### src/core/fmc_pkg.sv
package fmc_pkg;

    // ========================================================================
    // Clocking and reference
    // ========================================================================
    localparam int CLK_HZ    = 25_000_000;
    localparam int REF_HZ    = 1_000_000;
    localparam int REF_DIV   = CLK_HZ / REF_HZ;
    localparam int REF_CNT_W = 5;
    localparam int US_PER_S  = 1_000_000;

    // ========================================================================
    // Transmit tones
    // ========================================================================
    localparam int  ACC_W          = 24;
    localparam int  PH_W           = 4;
    localparam int  LVL_W          = 3;
    localparam int  F_LO_MARK_HZ   = 1270;
    localparam int  F_LO_SPACE_HZ  = 1070;
    localparam int  F_HI_MARK_HZ   = 2225;
    localparam int  F_HI_SPACE_HZ  = 2025;
    localparam int  TONE_TOL_PPM   = 1000;

    // Rounded increment keeps tone error within 0.03 Hz
    function automatic logic [ACC_W-1:0] tone_inc(input longint f_hz);
        longint num;
        num = f_hz * (longint'(1) << ACC_W) + longint'(REF_HZ / 2);
        return ACC_W'(num / longint'(REF_HZ));
    endfunction : tone_inc

    localparam logic [ACC_W-1:0] INC_LO_MARK  = tone_inc(F_LO_MARK_HZ);
    localparam logic [ACC_W-1:0] INC_LO_SPACE = tone_inc(F_LO_SPACE_HZ);
    localparam logic [ACC_W-1:0] INC_HI_MARK  = tone_inc(F_HI_MARK_HZ);
    localparam logic [ACC_W-1:0] INC_HI_SPACE = tone_inc(F_HI_SPACE_HZ);
    localparam logic [ACC_W-1:0] ACC_RST      = 24'h00_0000;
    localparam logic [PH_W-1:0]  PH_PEAK      = 4'h4;
    localparam logic [PH_W-1:0]  PH_TROUGH    = 4'hc;
    localparam logic [LVL_W-1:0] LVL_MAX      = 3'h7;
    localparam logic [LVL_W-1:0] LVL_MIN      = 3'h0;
    localparam logic [LVL_W-1:0] LVL_RST      = 3'h4;

    // Sixteen steps per cycle on eight ladder taps
    function automatic logic [LVL_W-1:0] sine_level(input logic [PH_W-1:0] ph);
        logic [LVL_W-1:0] l;
        l = 3'h4;
        unique case (ph)
            4'h0: l = 3'h4;
            4'h1: l = 3'h5;
            4'h2: l = 3'h6;
            4'h3, 4'h4, 4'h5: l = 3'h7;
            4'h6: l = 3'h6;
            4'h7: l = 3'h5;
            4'h8: l = 3'h3;
            4'h9: l = 3'h2;
            4'ha: l = 3'h1;
            4'hb, 4'hc, 4'hd: l = 3'h0;
            4'he: l = 3'h1;
            4'hf: l = 3'h2;
        endcase
        return l;
    endfunction : sine_level

    // ========================================================================
    // Receive discrimination, counted in reference ticks
    // ========================================================================
    localparam int HALF_W    = 10;
    localparam int LO_THR_US = 429;
    localparam int HI_THR_US = 236;
    localparam logic [HALF_W-1:0] LO_THR_CNT = HALF_W'(LO_THR_US * (REF_HZ / US_PER_S));
    localparam logic [HALF_W-1:0] HI_THR_CNT = HALF_W'(HI_THR_US * (REF_HZ / US_PER_S));
    localparam logic [HALF_W-1:0] HALF_MAX   = 10'h3ff;
    localparam logic [HALF_W-1:0] HALF_RST   = 10'h000;

    // ========================================================================
    // Buffering and carriers
    // ========================================================================
    localparam int FIFO_DEPTH = 32;

    typedef struct packed {
        logic              mark;
        logic [HALF_W-1:0] half_us;
    } fmc_rx_word_t;

    localparam int RX_WORD_W = $bits(fmc_rx_word_t);

    typedef struct packed {
        logic [REF_CNT_W-1:0] ref_cnt;
        logic                 ref_tick;
        logic [ACC_W-1:0]     acc;
        logic [LVL_W-1:0]     tx_level;
        logic                 rx_prev;
        logic [HALF_W-1:0]    half_cnt;
        logic                 rx_bit;
        logic                 pend_valid;
        fmc_rx_word_t         pend_word;
        logic                 overrun;
    } fmc_state_t;

endpackage : fmc_pkg
### src/core/fmc_fifo.sv
`timescale 1ns/10ps
`default_nettype none

module fmc_fifo #(
    parameter int WIDTH = fmc_pkg::RX_WORD_W,
    parameter int DEPTH = fmc_pkg::FIFO_DEPTH
) (
    input  wire logic             clk,
    input  wire logic             srst,
    input  wire logic             in_valid,
    output logic                  in_ready,
    input  wire logic [WIDTH-1:0] in_data,
    output logic                  out_valid,
    input  wire logic             out_ready,
    output logic      [WIDTH-1:0] out_data
);

    localparam int AW = $clog2(DEPTH);

    if (DEPTH < 2 || (1 << AW) != DEPTH || WIDTH < 1) begin : g_bad
        $error("fmc_fifo: DEPTH must be a power of two and WIDTH positive");
    end

    typedef struct packed {
        logic [AW-1:0]    wptr;
        logic [AW-1:0]    rptr;
        logic [AW:0]      count;
        logic             out_valid;
        logic [WIDTH-1:0] out_data;
    } fmc_fifo_state_t;

    fmc_fifo_state_t  st_r;
    fmc_fifo_state_t  st_nxt;
    logic [WIDTH-1:0] mem [DEPTH];
    logic             push;
    logic             load;
    logic [AW:0]      fill;

    // ========================================================================
    // Storage
    // ========================================================================
    // Output register counts toward depth, so DEPTH words at most
    assign fill      = st_r.count + (AW+1)'(st_r.out_valid);
    assign in_ready  = fill < (AW+1)'(DEPTH);
    assign push      = in_valid && in_ready;
    assign load      = (st_r.count != '0) && (!st_r.out_valid || out_ready);
    assign out_valid = st_r.out_valid;
    assign out_data  = st_r.out_data;

    always_ff @(posedge clk) begin
        if (push) begin
            mem[st_r.wptr] <= in_data;
        end
    end

    always_comb begin
        st_nxt = st_r;
        if (push) begin
            st_nxt.wptr = st_r.wptr + AW'(1);
        end
        if (load) begin
            st_nxt.rptr     = st_r.rptr + AW'(1);
            st_nxt.out_data = mem[st_r.rptr];
        end
        st_nxt.count = st_r.count + (AW+1)'(push) - (AW+1)'(load);
        if (load) begin
            st_nxt.out_valid = 1'b1;
        end else if (out_ready) begin
            st_nxt.out_valid = 1'b0;
        end
    end

    always_ff @(posedge clk) begin
        if (srst) begin
            st_r <= '0;
        end else begin
            st_r <= st_nxt;
        end
    end
endmodule : fmc_fifo

`default_nettype wire

### src/core/fmc_modem.sv
`timescale 1ns/10ps
`default_nettype none

// Behaviour
// - Originate transmits 1070/1270 Hz low band
// - Answer transmits 2025/2225 Hz high band
// - Tone divided from 1 MHz reference counters
// - Decoder picks eight ladder levels, stepped sine
// - Tone frequency within 0.1 percent
// - Time received half-cycles, decide mark/space
// - Low band: 1270 mark, 1070 space
// - Low-band threshold is 429 us half-cycle
// - Change reported at interval end or next
// - Originate receives 2025/2225 Hz high band
// - Peak jitter about 7.0 / 3.7 percent
// - Higher tone is mark in each band
module fmc_modem #(
    parameter int FIFO_DEPTH = fmc_pkg::FIFO_DEPTH
) (
    input  wire logic                     clk,
    input  wire logic                     srst,
    input  wire logic                     answer_mode,
    input  wire logic                     tx_bit,
    output logic [fmc_pkg::LVL_W-1:0]     tx_level,
    input  wire logic                     rx_sq,
    output logic                          rx_bit,
    output logic                          rx_valid,
    input  wire logic                     rx_ready,
    output fmc_pkg::fmc_rx_word_t         rx_word,
    input  wire logic                     overrun_clr,
    output logic                          rx_overrun
);

    if (fmc_pkg::CLK_HZ % fmc_pkg::REF_HZ != 0
        || fmc_pkg::REF_DIV > (1 << fmc_pkg::REF_CNT_W)
        || fmc_pkg::REF_DIV < 2) begin : g_bad_clk
        $error("fmc_modem: clock is not a usable multiple of the reference");
    end

    fmc_pkg::fmc_state_t              st_r;
    fmc_pkg::fmc_state_t              st_nxt;
    logic [fmc_pkg::ACC_W-1:0]        tx_inc;
    logic [fmc_pkg::HALF_W-1:0]       rx_thr;
    logic                             rx_edge;
    logic                             rx_mark;
    logic                             fifo_in_ready;
    logic [fmc_pkg::RX_WORD_W-1:0]    fifo_out;

    // ========================================================================
    // Tone and threshold selection
    // ========================================================================
    always_comb begin
        if (answer_mode) begin
            tx_inc = tx_bit ? fmc_pkg::INC_HI_MARK : fmc_pkg::INC_HI_SPACE;
            rx_thr = fmc_pkg::LO_THR_CNT;
        end else begin
            tx_inc = tx_bit ? fmc_pkg::INC_LO_MARK : fmc_pkg::INC_LO_SPACE;
            rx_thr = fmc_pkg::HI_THR_CNT;
        end
    end

    assign rx_edge = rx_sq != st_r.rx_prev;
    // Short half-cycle means the higher tone
    assign rx_mark = st_r.half_cnt < rx_thr;

    // ========================================================================
    // Next state
    // ========================================================================
    always_comb begin
        st_nxt = st_r;

        // Reference tick every REF_DIV clocks
        st_nxt.ref_tick = 1'b0;
        if (st_r.ref_cnt == fmc_pkg::REF_CNT_W'(fmc_pkg::REF_DIV - 1)) begin
            st_nxt.ref_cnt  = '0;
            st_nxt.ref_tick = 1'b1;
        end else begin
            st_nxt.ref_cnt = st_r.ref_cnt + fmc_pkg::REF_CNT_W'(1);
        end

        // Phase counter steps at the reference rate; rounding of the
        // increment keeps every tone far inside tolerance
        if (st_r.ref_tick) begin
            st_nxt.acc = st_r.acc + tx_inc;
        end
        st_nxt.tx_level = fmc_pkg::sine_level(
            st_r.acc[fmc_pkg::ACC_W-1 -: fmc_pkg::PH_W]);

        // Half-cycle timer, saturating so a dead line cannot wrap to mark
        st_nxt.rx_prev = rx_sq;
        if (rx_edge) begin
            st_nxt.half_cnt = fmc_pkg::HALF_RST;
        end else if (st_r.ref_tick && st_r.half_cnt != fmc_pkg::HALF_MAX) begin
            st_nxt.half_cnt = st_r.half_cnt + fmc_pkg::HALF_W'(1);
        end

        // Decision only at the end of each half-cycle; 1 us
        // quantisation adds to the inherent quarter-cycle jitter
        if (rx_edge) begin
            st_nxt.rx_bit = rx_mark;
        end

        // One-word holding stage ahead of the buffer
        if (st_r.pend_valid && fifo_in_ready) begin
            st_nxt.pend_valid = 1'b0;
        end
        if (rx_edge) begin
            st_nxt.pend_valid        = 1'b1;
            st_nxt.pend_word.mark    = rx_mark;
            st_nxt.pend_word.half_us = st_r.half_cnt;
        end

        // Set wins over clear
        if (overrun_clr) begin
            st_nxt.overrun = 1'b0;
        end
        if (rx_edge && st_r.pend_valid && !fifo_in_ready) begin
            st_nxt.overrun = 1'b1;
        end
    end

    always_ff @(posedge clk) begin
        if (srst) begin
            st_r          <= '0;
            st_r.acc      <= fmc_pkg::ACC_RST;
            st_r.tx_level <= fmc_pkg::LVL_RST;
            st_r.half_cnt <= fmc_pkg::HALF_MAX;
        end else begin
            st_r <= st_nxt;
        end
    end

    // ========================================================================
    // Outputs and buffer
    // ========================================================================
    assign tx_level   = st_r.tx_level;
    assign rx_bit     = st_r.rx_bit;
    assign rx_overrun = st_r.overrun;
    assign rx_word    = fmc_pkg::fmc_rx_word_t'(fifo_out);

    fmc_fifo #(
        .WIDTH (fmc_pkg::RX_WORD_W),
        .DEPTH (FIFO_DEPTH)
    ) u_fifo (
        .clk       (clk),
        .srst      (srst),
        .in_valid  (st_r.pend_valid),
        .in_ready  (fifo_in_ready),
        .in_data   (st_r.pend_word),
        .out_valid (rx_valid),
        .out_ready (rx_ready),
        .out_data  (fifo_out)
    );
endmodule : fmc_modem

`default_nettype wire

### config.mk
export PLATFORM = sky130hd
export DESIGN_NAME = fmc_modem
export DESIGN_NICKNAME = d
export VERILOG_FILES = /design/src/core/fmc_pkg.sv /design/src/core/fmc_fifo.sv /design/src/core/fmc_modem.sv
export SDC_FILE = /design/constraint.sdc
export NUM_CORES = 1
export LEC_CHECK = 0
export BUFFER_PORTS_ARGS = -buffer_cell sky130_fd_sc_hd__buf_2
export CAP_MARGIN = 20
export CORE_AREA = 3 3 163 181
export DETAILED_ROUTE_END_ITERATION = 16
export DIE_AREA = 0 0 166 184
export GPL_TIMING_DRIVEN = 0
export PLACE_DENSITY_LB_ADDON = 0.3
export SETUP_SLACK_MARGIN = 0.1
export SLEW_MARGIN = 20
export SYNTH_ARGS = -nofsm -noshare
export SYNTH_HDL_FRONTEND = slang
export SYNTH_SLANG_ARGS = --single-unit
### constraint.sdc
create_clock -name clk -period 3.8 [get_ports clk]
set_input_delay 0.38 -clock clk [delete_from_list [all_inputs] [get_ports clk]]
set_output_delay 0.38 -clock clk [all_outputs]
set_load 0.05 [all_outputs]
Word-level counts from Yosys, hierarchy flattened
Memories as Yosys holds them, arrays and structs flattened. A register that Yosys moved wholly into a read port is not among the register bits.
Index checks and enable logic that the tools add are counted.
{"block": "op_classes", "add_sub_neg": 8, "multipliers": 0, "div_mod_pow": 0, "magnitude_cmp": 2, "n_eq_ne": 3, "shift": 0, "muxes": 15, "bitwise": 0, "reduce_logical": 14}
{"operator": "13-bit two-way mux", "count": 2}
{"operator": "24-bit adder", "count": 1}
{"operator": "10-bit two-way mux", "count": 2}
{"operator": "16-bit two-way mux", "count": 1}
{"operator": "5-bit by 1-bit adder with 5-bit output (second input constant)", "count": 3}
{"operator": "6-bit by 1-bit adder with 6-bit output", "count": 2}
{"operator": "12-bit two-way mux", "count": 1}
{"operator": "10-bit by 1-bit adder with 10-bit output (second input constant)", "count": 1}
{"operator": "10-bit less-than comparator", "count": 1}
{"operator": "10-bit inequality test (second input constant)", "count": 1}
{"operator": "9-bit two-way mux", "count": 1}
{"operator": "1-bit two-way mux", "count": 8}
{"operator": "2-bit nonzero test", "count": 4}
{"operator": "6-bit less-than comparator (second input constant)", "count": 1}
{"operator": "6-bit nonzero test", "count": 1}
{"operator": "6-bit by 1-bit subtractor with 6-bit output", "count": 1}
{"operator": "5-bit equality test (second input constant)", "count": 1}
{"operator": "1-bit logical AND", "count": 5}
{"operator": "1-bit logical NOT", "count": 2}
{"operator": "2-bit OR reduction", "count": 1}
{"operator": "1-bit logical OR", "count": 1}
{"operator": "1-bit inequality test", "count": 1}
{"block": "word_totals", "reg_bits": 71, "latch_bits": 0, "ram_bits": 352, "rom_bits": 48, "input_bits": 7, "elab_cells": 57, "memories": 2}
{"name": "u_fifo.mem", "depth": 32, "width": 11, "rd": 1, "rd_ports_with_merged_regs": 1, "wr": 1, "line": "fmc_fifo.sv:34", "text": "logic [WIDTH-1:0] mem [DEPTH];"}
{"name": "(name not given)", "depth": 16, "width": 3, "rd": 1, "rd_ports_with_merged_regs": 1, "wr": 0, "line": "fmc_pkg.sv:46", "text": "unique case (ph)"}

Logic depth before layout (Yosys ltp)
Gate-level depths: netlist (run 1).
{"block": "logic_depth", "word_depth": 5, "depth_mapped": 15}

Cells and area by module
A second synthesis (run 1) with hierarchy kept.
{"block": "unflattened", "hier_cells": 1126, "hier_area_um2": 17959.7}
{"module": "fmc_fifo", "n_inst": 1, "cells_each": 768, "area_each_um2": 14863.0, "seq_area_each_um2": 11130.7}
{"module": "fmc_modem", "n_inst": 1, "cells_each": 358, "area_each_um2": 3096.7, "seq_area_each_um2": 1141.1}

Least setup slack after synthesis (run 1)
OpenSTA, ideal clock, no wires.
{"block": "synth_path", "kind": "in2reg", "start": "input port answer_mode", "end": "register st_r[46] in the netlist's numbering", "setup_time_ns": 0.121, "t_arrival_ns": 2.485, "slack_ns": 1.194, "cell_stages": 9, "path_buffers": 0, "path_cell_list": "inv_1 ha_1 fa_1 a21o_1 a221oi_2 o21ai_1 a21oi_1 a211o_1 mux2_2"}
{"block": "synth_between", "elab_chain_len": 2}
{"item": "start: declaration", "line": "fmc_modem.sv:22", "text": "input wire logic answer_mode,"}
{"item": "16-bit two-way mux", "line": "fmc_modem.sv:53", "text": "if (answer_mode) begin"}
{"item": "24-bit adder", "line": "fmc_modem.sv:84", "text": "st_nxt.acc = st_r.acc + tx_inc;"}
{"item": "end signal: assignment", "line": "fmc_modem.sv:129", "text": "st_r <= st_nxt;"}
{"item": "end: declaration", "line": "fmc_modem.sv:40", "text": "fmc_pkg::fmc_state_t st_r;"}
Every way passes these cells.
A chain may end at the register's enable or synchronous reset.

Worst setup path after layout (run 1)
{"block": "layout_path", "start": "register u_fifo.st_r[13] in the netlist's numbering", "end": "memory u_fifo.mem[7][4] in the netlist's numbering, enable pin"}
{"block": "layout_between", "elab_chain_len": 5}
{"item": "start: declaration", "line": "fmc_fifo.sv:32", "text": "fmc_fifo_state_t st_r;"}
{"item": "start signal: assignment", "line": "fmc_fifo.sv:77", "text": "st_r <= st_nxt;"}
{"item": "6-bit by 1-bit adder with 6-bit output", "line": "fmc_fifo.sv:43", "text": "assign fill = st_r.count + (AW+1)'(st_r.out_valid);"}
{"item": "6-bit less-than comparator", "line": "fmc_fifo.sv:44", "text": "assign in_ready = fill < (AW+1)'(DEPTH);"}
{"item": "1-bit logical AND", "line": "fmc_fifo.sv:45", "text": "assign push = in_valid && in_ready;"}
{"item": "1-bit two-way mux", "line": "fmc_fifo.sv:51", "text": "if (push) begin"}
{"item": "1-bit two-way mux (not written as such)", "line": "fmc_fifo.sv:52", "text": "mem[st_r.wptr] <= in_data;"}
{"item": "end: declaration", "line": "fmc_fifo.sv:34"}
Every way passes these cells.

==> summary.md, run 1 <==
### Global route
• 59500 um — global-route wire length before repair
• 0 — residual overflow from global routing
• 10100 — number of global-route vias before repair
• 1 — initial antenna violation count
• 35 — maximum number of pins on one net before global-route repair
• 25.6% — overall routing resource usage

### Floorplanning
• 0.0305 mm2 — Die Footprint
• 184 um — vertical extent of the die
• 0.0278 mm2 — core area
• 24 — Ports
• 64.9% — Starting Density
• 64 — number of rows in the core area
• 166 um — Die Span X

### Setup path
• 3.94 ns — required time of the critical path
• 0.97 ns — largest stage delay on the critical path
• 11 — worst-path maximum fanout
• ha_1 > nand4_1 > xnor2_1 > and2_1 > buf_2 > nand2_1 > nor2_1 — ordered list of cells on the worst path
• register — kind of capture point of the worst setup path
• register — Worst setup SP type
• reg -> reg — classification of the worst setup path
• 3.12 ns — worst endpoint data arrival time
• sky130_fd_sc_hd__nor2_1 — master of the slowest instance on the critical path

### Clock network
• 0.52 ns — clock insertion delay at the later pin of the skew report
• 0 — post-cts resize count
• 437 — CTS sink count
• 0 — hold buffer count at cts
• built — TritonCTS clock tree
• 3 — buffer levels on the longest clock path
• 2 — count of H-tree levels built during CTS
• sky130_fd_sc_hd__clkbuf_16 — clock tree root driver cell
• 0 — post-CTS repair timing setup buffer count
• 0.06 ns — clock-pin slew reported for the worst setup and hold paths after clock tree synthesis
• 42 — number of buffers created by CTS

### Power
• 0.0121 W — Power, Total
• 607 mW/mm2 — power density over cell area
• 6.74 nW — Leak
• 0.409 mV — Max rail drop VDD

### Placed design
• 1515 — cell count after placement
• 0.501 ns — DP Worst Slack
• 24300 um — placed wire-length estimate after detailed placement
• 23 — Port Buf Inserts
• 0.957 — final weighted congestion in routability-driven placement

### Yosys
• 0% — Post-synth ARST share
• sky130_fd_sc_hd__edfxtp_1 — Synth Flop Type
• 67 — count of unique library cells instantiated by Yosys
• 68.1% — share of the yosys chip area belonging to registers
• 16.0 um2 — post-synthesis area per instance
• 437 — number of register bits inferred by synthesis
• 352 — count of flip-flops with a built-in enable after synthesis
• 1176 — synthesized netlist net count
• 0.0180 mm2 — Netlist Area Pre-Place
• 0 — Yosys Warn Count
• 1129 — instance count of the mapped netlist

### STA
• 1.11 ns — Worst-Margin Slew
• 0 — count of endpoints failing setup in the final report
• 78.5% — ratio of final minimum period to clock period
• 0 ns — final-layout setup total negative slack
• false — unrepaired setup endpoints after global routing
• 2.98 ns — minimum clock period
• 0.0193 ns — Fin Clk Skew
• 25.6% — Slew Limit Headroom
• 0 — number of pins exceeding their max-slew limit in the final report
• 335 MHz — maximum operating frequency
• 0 — final hold viol count
• 0.818 ns — smallest setup slack after layout

### Routing
• 24.4 um — per-cell routed wire length
• 1193 — violation count after the first detailed-routing iteration
• 0 — remaining design rule violation count
• 0 — remaining antenna violation count
• 6.38 — average vias per placed instance
• 10200 — routed via count
• 38800 um — routed wire length
• 7 — router iterations before antenna repair

### Layout
• 71.7% — utilization after layout
• 1245 — net total in the final layout
• 0 — ant diodes
• 10.6% — area growth from synthesis to layout
• 18.0% — share of post-route cells with drive strength above 1
• 1711 — count of fill cells added during filler insertion
• 1593 — filler-free cell count of the finished design
• 0.0123 mm2 — Seq. cell area
• 0.00527 mm2 — area of the multi-input gates

### Hold path
• in -> reg — type of the tightest min-delay check

### Job
• 0 — # Max-Cap Violations

### Status
• finished, final reports clean — result of the run

-- metal layers --
layer | wire length [um] | GRT usage, %
met1 | 14900 | 34.6
met4 | 1360 | 8.62
met5 | 13 | 0
met2 | 19400 | 43.9
met3 | 3170 | 3.55
-- registers in the layout (all words and copies together), names as in the netlist --
name              count
u_fifo.out_data      11
st_r                 53
rx_overrun            1
u_fifo.mem          352
tx_level              3
u_fifo.st_r          16
u_fifo.out_valid      1
-- cells in the mapped netlist, drive strengths merged, types with 14 or more instances --
master,number,area (um2)
xnor2,19,166
nand2,46,173
a211oi,14,110
inv,22,82.6
mux4,66,1490
mux2i,75,751
a21oi,45,225
dfxtp,85,1700
nand3,16,80.1
clkbuf,31,126
buf,40,279
a21o,16,121
edfxtp,352,10600
xor2,18,158
nor2,84,315
o21ai,34,170
ha,38,475
-- path summary, 6_finish.rpt --
kind / slack (ns) / end / cells past startpoint / start
max: 0.82 / u_fifo.mem[7][4] / 7 / u_fifo.st_r[13]
max reg2reg: 0.82 / u_fifo.mem[7][4] / 7 / u_fifo.st_r[13]
min reg2reg: 0.46 / st_r[53] / 1 / st_r[53]
min: 0.14 / rx_overrun / 3 / overrun_clr
-- critical path: cells and delay by family, from the launching register on --
kind,cells,cell delay (ns)
xor+xnor,1,0.18
fa+ha+maj,1,0.17
buf+inv,1,0.22
flops,1,0.39
simple gates,4,1.62
-- stage by stage --
stage	hold slack [ns]	area [um2]
after global placement	0.447	18600
after floorplan	0.430	18000
after CTS	0.126	19900
after detailed placement	0.456	18600
final	0.135	19900
after global routing	0.147	19900
-- kinds of logic after synthesis --
kind of cell | share of synthesized area (%)
and+or+nand+nor | 5.51
adders and majority gates | 2.86
buffers and inverters | 2.73
DFF | 68.1
xor gates and xnor gates | 1.80
AOI/OAI and AO/OA | 6.32
muxes | 12.7
-- area by class of cell --
class | count | area share, %
inverters | 23 | 0.433
plain buffers | 71 | 2.03
repair buffers | 25 | 0.653
clock inverters | 23 | 0.816
flip-flops and latches | 437 | 61.7
well taps | 363 | 2.28
clock buffers | 53 | 5.64
multi-input cells | 598 | 26.5
-- placed cells by master (no fill, tap or decap), types with 3 or more instances in the layout --
master                      count
sky130_fd_sc_hd__nand2_1       46
sky130_fd_sc_hd__a32o_1        11
sky130_fd_sc_hd__nand3b_1       4
sky130_fd_sc_hd__clkinv_1      10
sky130_fd_sc_hd__buf_1          3
sky130_fd_sc_hd__clkbuf_16     43
sky130_fd_sc_hd__edfxtp_1     352
sky130_fd_sc_hd__nand2b_1       5
sky130_fd_sc_hd__clkbuf_1      39
sky130_fd_sc_hd__xor2_1        18
sky130_fd_sc_hd__buf_4         20
sky130_fd_sc_hd__ha_1          38
sky130_fd_sc_hd__o21ai_1        3
sky130_fd_sc_hd__and3_1         4
sky130_fd_sc_hd__nor2b_1        8
sky130_fd_sc_hd__clkinv_2       9
sky130_fd_sc_hd__a21oi_1       45
sky130_fd_sc_hd__o21ai_0       31
sky130_fd_sc_hd__nand3_1       16
sky130_fd_sc_hd__or2_2          3
sky130_fd_sc_hd__nor2_1        77
sky130_fd_sc_hd__dfxtp_1       74
sky130_fd_sc_hd__dfxtp_2       11
sky130_fd_sc_hd__mux4_2        66
sky130_fd_sc_hd__buf_2         36
sky130_fd_sc_hd__o221ai_1      11
sky130_fd_sc_hd__a211oi_1      13
sky130_fd_sc_hd__nand4_1       13
sky130_fd_sc_hd__xnor2_1       19
sky130_fd_sc_hd__inv_1         22
sky130_fd_sc_hd__and2_1         5
sky130_fd_sc_hd__mux2i_1       75
sky130_fd_sc_hd__buf_6          6
sky130_fd_sc_hd__a21o_1        15
sky130_fd_sc_hd__nor2_2         7
sky130_fd_sc_hd__a31oi_1        4
sky130_fd_sc_hd__or3_1          5
sky130_fd_sc_hd__o22ai_1       12
-- where the power goes --
part | internal, W | switching (W) | leakage, nW
Clock | 0.00223 | 0.00167 | 0.630
Combinational | 0.00117 | 0.00142 | 2.17
Sequential | 0.00537 | 0.000243 | 3.93
Note: power is estimated with default switching activity, not from simulation.
==> run 2: changes to the inputs <==
Settings changed: CORE_AREA 3 3 163 181 to 3 3 166 184, DIE_AREA 0 0 166 184 to 0 0 169 187.
Clock period 3.8 ns to 3.1 ns, I/O delays scaled along.
==> summary.md, run 2 (synthesized netlist as in run 1, its figures left out) <==
### Setup path
• register — kind of capture point of the worst setup path
• 3.26 ns — required time of the critical path
• register — Worst setup SP type
• 0.20 ns — Register-to-Register Setup Slack
• reg -> reg — classification of the worst setup path
• 11 — worst-path maximum fanout
• 3.05 ns — worst endpoint data arrival time

### Global route
• 35 — maximum number of pins on one net before global-route repair
• 0 — residual overflow from global routing
• 58300 um — global-route wire length before repair
• 9995 — number of global-route vias before repair
• 0 — initial antenna violation count
• 24.3% — overall routing resource usage

### Routing
• 6.30 — average vias per placed instance
• 19200 um — length of routed met2 wiring
• 15300 um — sum of routed wire segments on met1
• 38400 um — routed wire length
• 10100 — routed via count
• met4 — highest routed layer
• 906 — violation count after the first detailed-routing iteration
• 6 — router iterations before antenna repair
• 0 — remaining design rule violation count
• 0 — remaining antenna violation count
• 24.0 um — per-cell routed wire length
• 2400 um — met3 routed wirelength

### Floorplanning
• 24 — Ports
• 0.0316 mm2 — Die Footprint
• 169 um — Die Span X
• 65 — number of rows in the core area
• 187 um — vertical extent of the die
• 0.0287 mm2 — core area
• 62.8% — Starting Density

### STA
• 0.201 ns — smallest setup slack after layout
• 93.5% — ratio of final minimum period to clock period
• 0 — count of endpoints failing setup in the final report
• 1.09 ns — Worst-Margin Slew
• 0 — final hold viol count
• 27.3% — Slew Limit Headroom
• 0 — number of pins exceeding their max-slew limit in the final report
• 345 MHz — maximum operating frequency
• 0 ns — final-layout setup total negative slack
• true — unrepaired setup endpoints after global routing
• 2.90 ns — minimum clock period
• 0.0266 ns — Fin Clk Skew

### Layout
• 352 — number of flip-flops in the largest register
• u_fifo.mem — register containing the most flip-flops in the final layout
• sky130_fd_sc_hd__edfxtp_1 — commonest non-fill, non-tap cell in the layout
• 1598 — filler-free cell count of the finished design
• 1244 — net total in the final layout
• 11.4% — area growth from synthesis to layout
• 19.1% — share of post-route cells with drive strength above 1
• u_fifo.mem x352, st_r x53, u_fifo.st_r x16 — registers with the most flip-flops
• sky130_fd_sc_hd__edfxtp_1 (352), sky130_fd_sc_hd__mux2i_1 (75), sky130_fd_sc_hd__dfxtp_1 (74), sky130_fd_sc_hd__nor2_1 (72), sky130_fd_sc_hd__mux4_2 (66) — highest-count cells in the layout ignoring fill and taps
• 0 — ant diodes

### Hold path
• in -> reg — type of the tightest min-delay check

### Placed design
• 1520 — cell count after placement
• 23800 um — placed wire-length estimate after detailed placement
• 0.887 — final weighted congestion in routability-driven placement
• 23 — Port Buf Inserts
• -0.178 ns — DP Worst Slack

### Clock network
• 0.06 ns — clock-pin slew reported for the worst setup and hold paths after clock tree synthesis
• 0 — post-cts resize count
• 0 — post-CTS repair timing setup buffer count
• 42 — number of buffers created by CTS
• 3 — buffer levels on the longest clock path
• 0.54 ns — clock insertion delay at the later pin of the skew report
• built — TritonCTS clock tree
• sky130_fd_sc_hd__clkbuf_16 — clock tree root driver cell
• 437 — CTS sink count
• 0 — hold buffer count at cts
• 2 — count of H-tree levels built during CTS

### Power
• 45.2% — register share of total power
• 26.7% — switching share of power
• 0.638 mV — Max rail drop VDD
• 34.1% — Clk pwr share
• 0.0111 W — Internal Power
• 6.81 nW — Leak
• 754 mW/mm2 — power density over cell area
• 0.00404 W — power spent charging and discharging nets
• 20.7% — combinational group share of total power
• 0.0151 W — Power, Total

### Job
• 0 — # Max-Cap Violations

### Status
• finished, final reports clean — result of the run

==> run 2: cell types whose count changed in the layout (fill, tap and decap cells not counted), moves of 2 or more <==
cell                        change
sky130_fd_sc_hd__nor2_2         +5
sky130_fd_sc_hd__nor2_1         -5
sky130_fd_sc_hd__bufinv_16      +2
sky130_fd_sc_hd__clkinv_4       +2
sky130_fd_sc_hd__clkinv_1       -6
sky130_fd_sc_hd__clkinv_2       -3
sky130_fd_sc_hd__clkbuf_8       +7
==> run 2: final timing paths <==
check	start	endpoint	depth (start not counted)
max reg2reg	u_fifo.st_r[13]	u_fifo.mem[9][8]	7
max	u_fifo.st_r[13]	u_fifo.mem[9][8]	7
min reg2reg	u_fifo.out_data[8]	u_fifo.out_data[8]	1
min	overrun_clr	rx_overrun	3
==> run 2: power by group through the flow <==
| stage | clock (W) | combinational [W] | sequential (W) |
|---|---|---|---|
| finish | 0.00517 | 0.00313 | 0.00684 |
| global route | 0.00546 | 0.00337 | 0.00687 |
| CTS | 0.00524 | 0.00315 | 0.00684 |
| detailed placement | 0 | 0.00312 | 0.00697 |
| global placement | 0 | 0.00307 | 0.00695 |
| floorplan | 0 | 0.00244 | 0.00686 |
==> run 2: area by class of cell <==
cell class                 count  area (um2)
sequential                   437       12300
fill                        1825        8640
multi-input combinational    598        5290
clock buffer                  60        1220
tap                          368         460
buffer                        70         402
clock inverter                17         195
timing repair buffer          25         130
inverter                      23        86.3
==> run 2: critical path: stages (launching register included) <==
cell and delay [ns]:
sky130_fd_sc_hd__dfxtp_1 0.38, sky130_fd_sc_hd__ha_1 0.17, sky130_fd_sc_hd__nand4_1 0.10, sky130_fd_sc_hd__xnor2_1 0.18, sky130_fd_sc_hd__and2_1 0.14, sky130_fd_sc_hd__buf_2 0.20
sky130_fd_sc_hd__nand2_1 0.38, sky130_fd_sc_hd__nor2_1 0.95
==> run 2: routing by layer <==
metal	vias up	global-route usage [%]
met2	397	40.6
met4	0	8.90
met3	93	3.04
met5	-	0
li1	4512	-
met1	5058	33.2
==> run 2: per-stage QoR <==
stage	utilization [%]	hold WS (ns)	area [um2]
after floorplan	-	0.430	18000
after global placement	64.8	0.449	18600
after detailed placement	64.8	0.456	18600
after CTS	69.7	0.0461	20000
after global routing	69.9	0.0598	20100
final	69.9	0.0550	20100
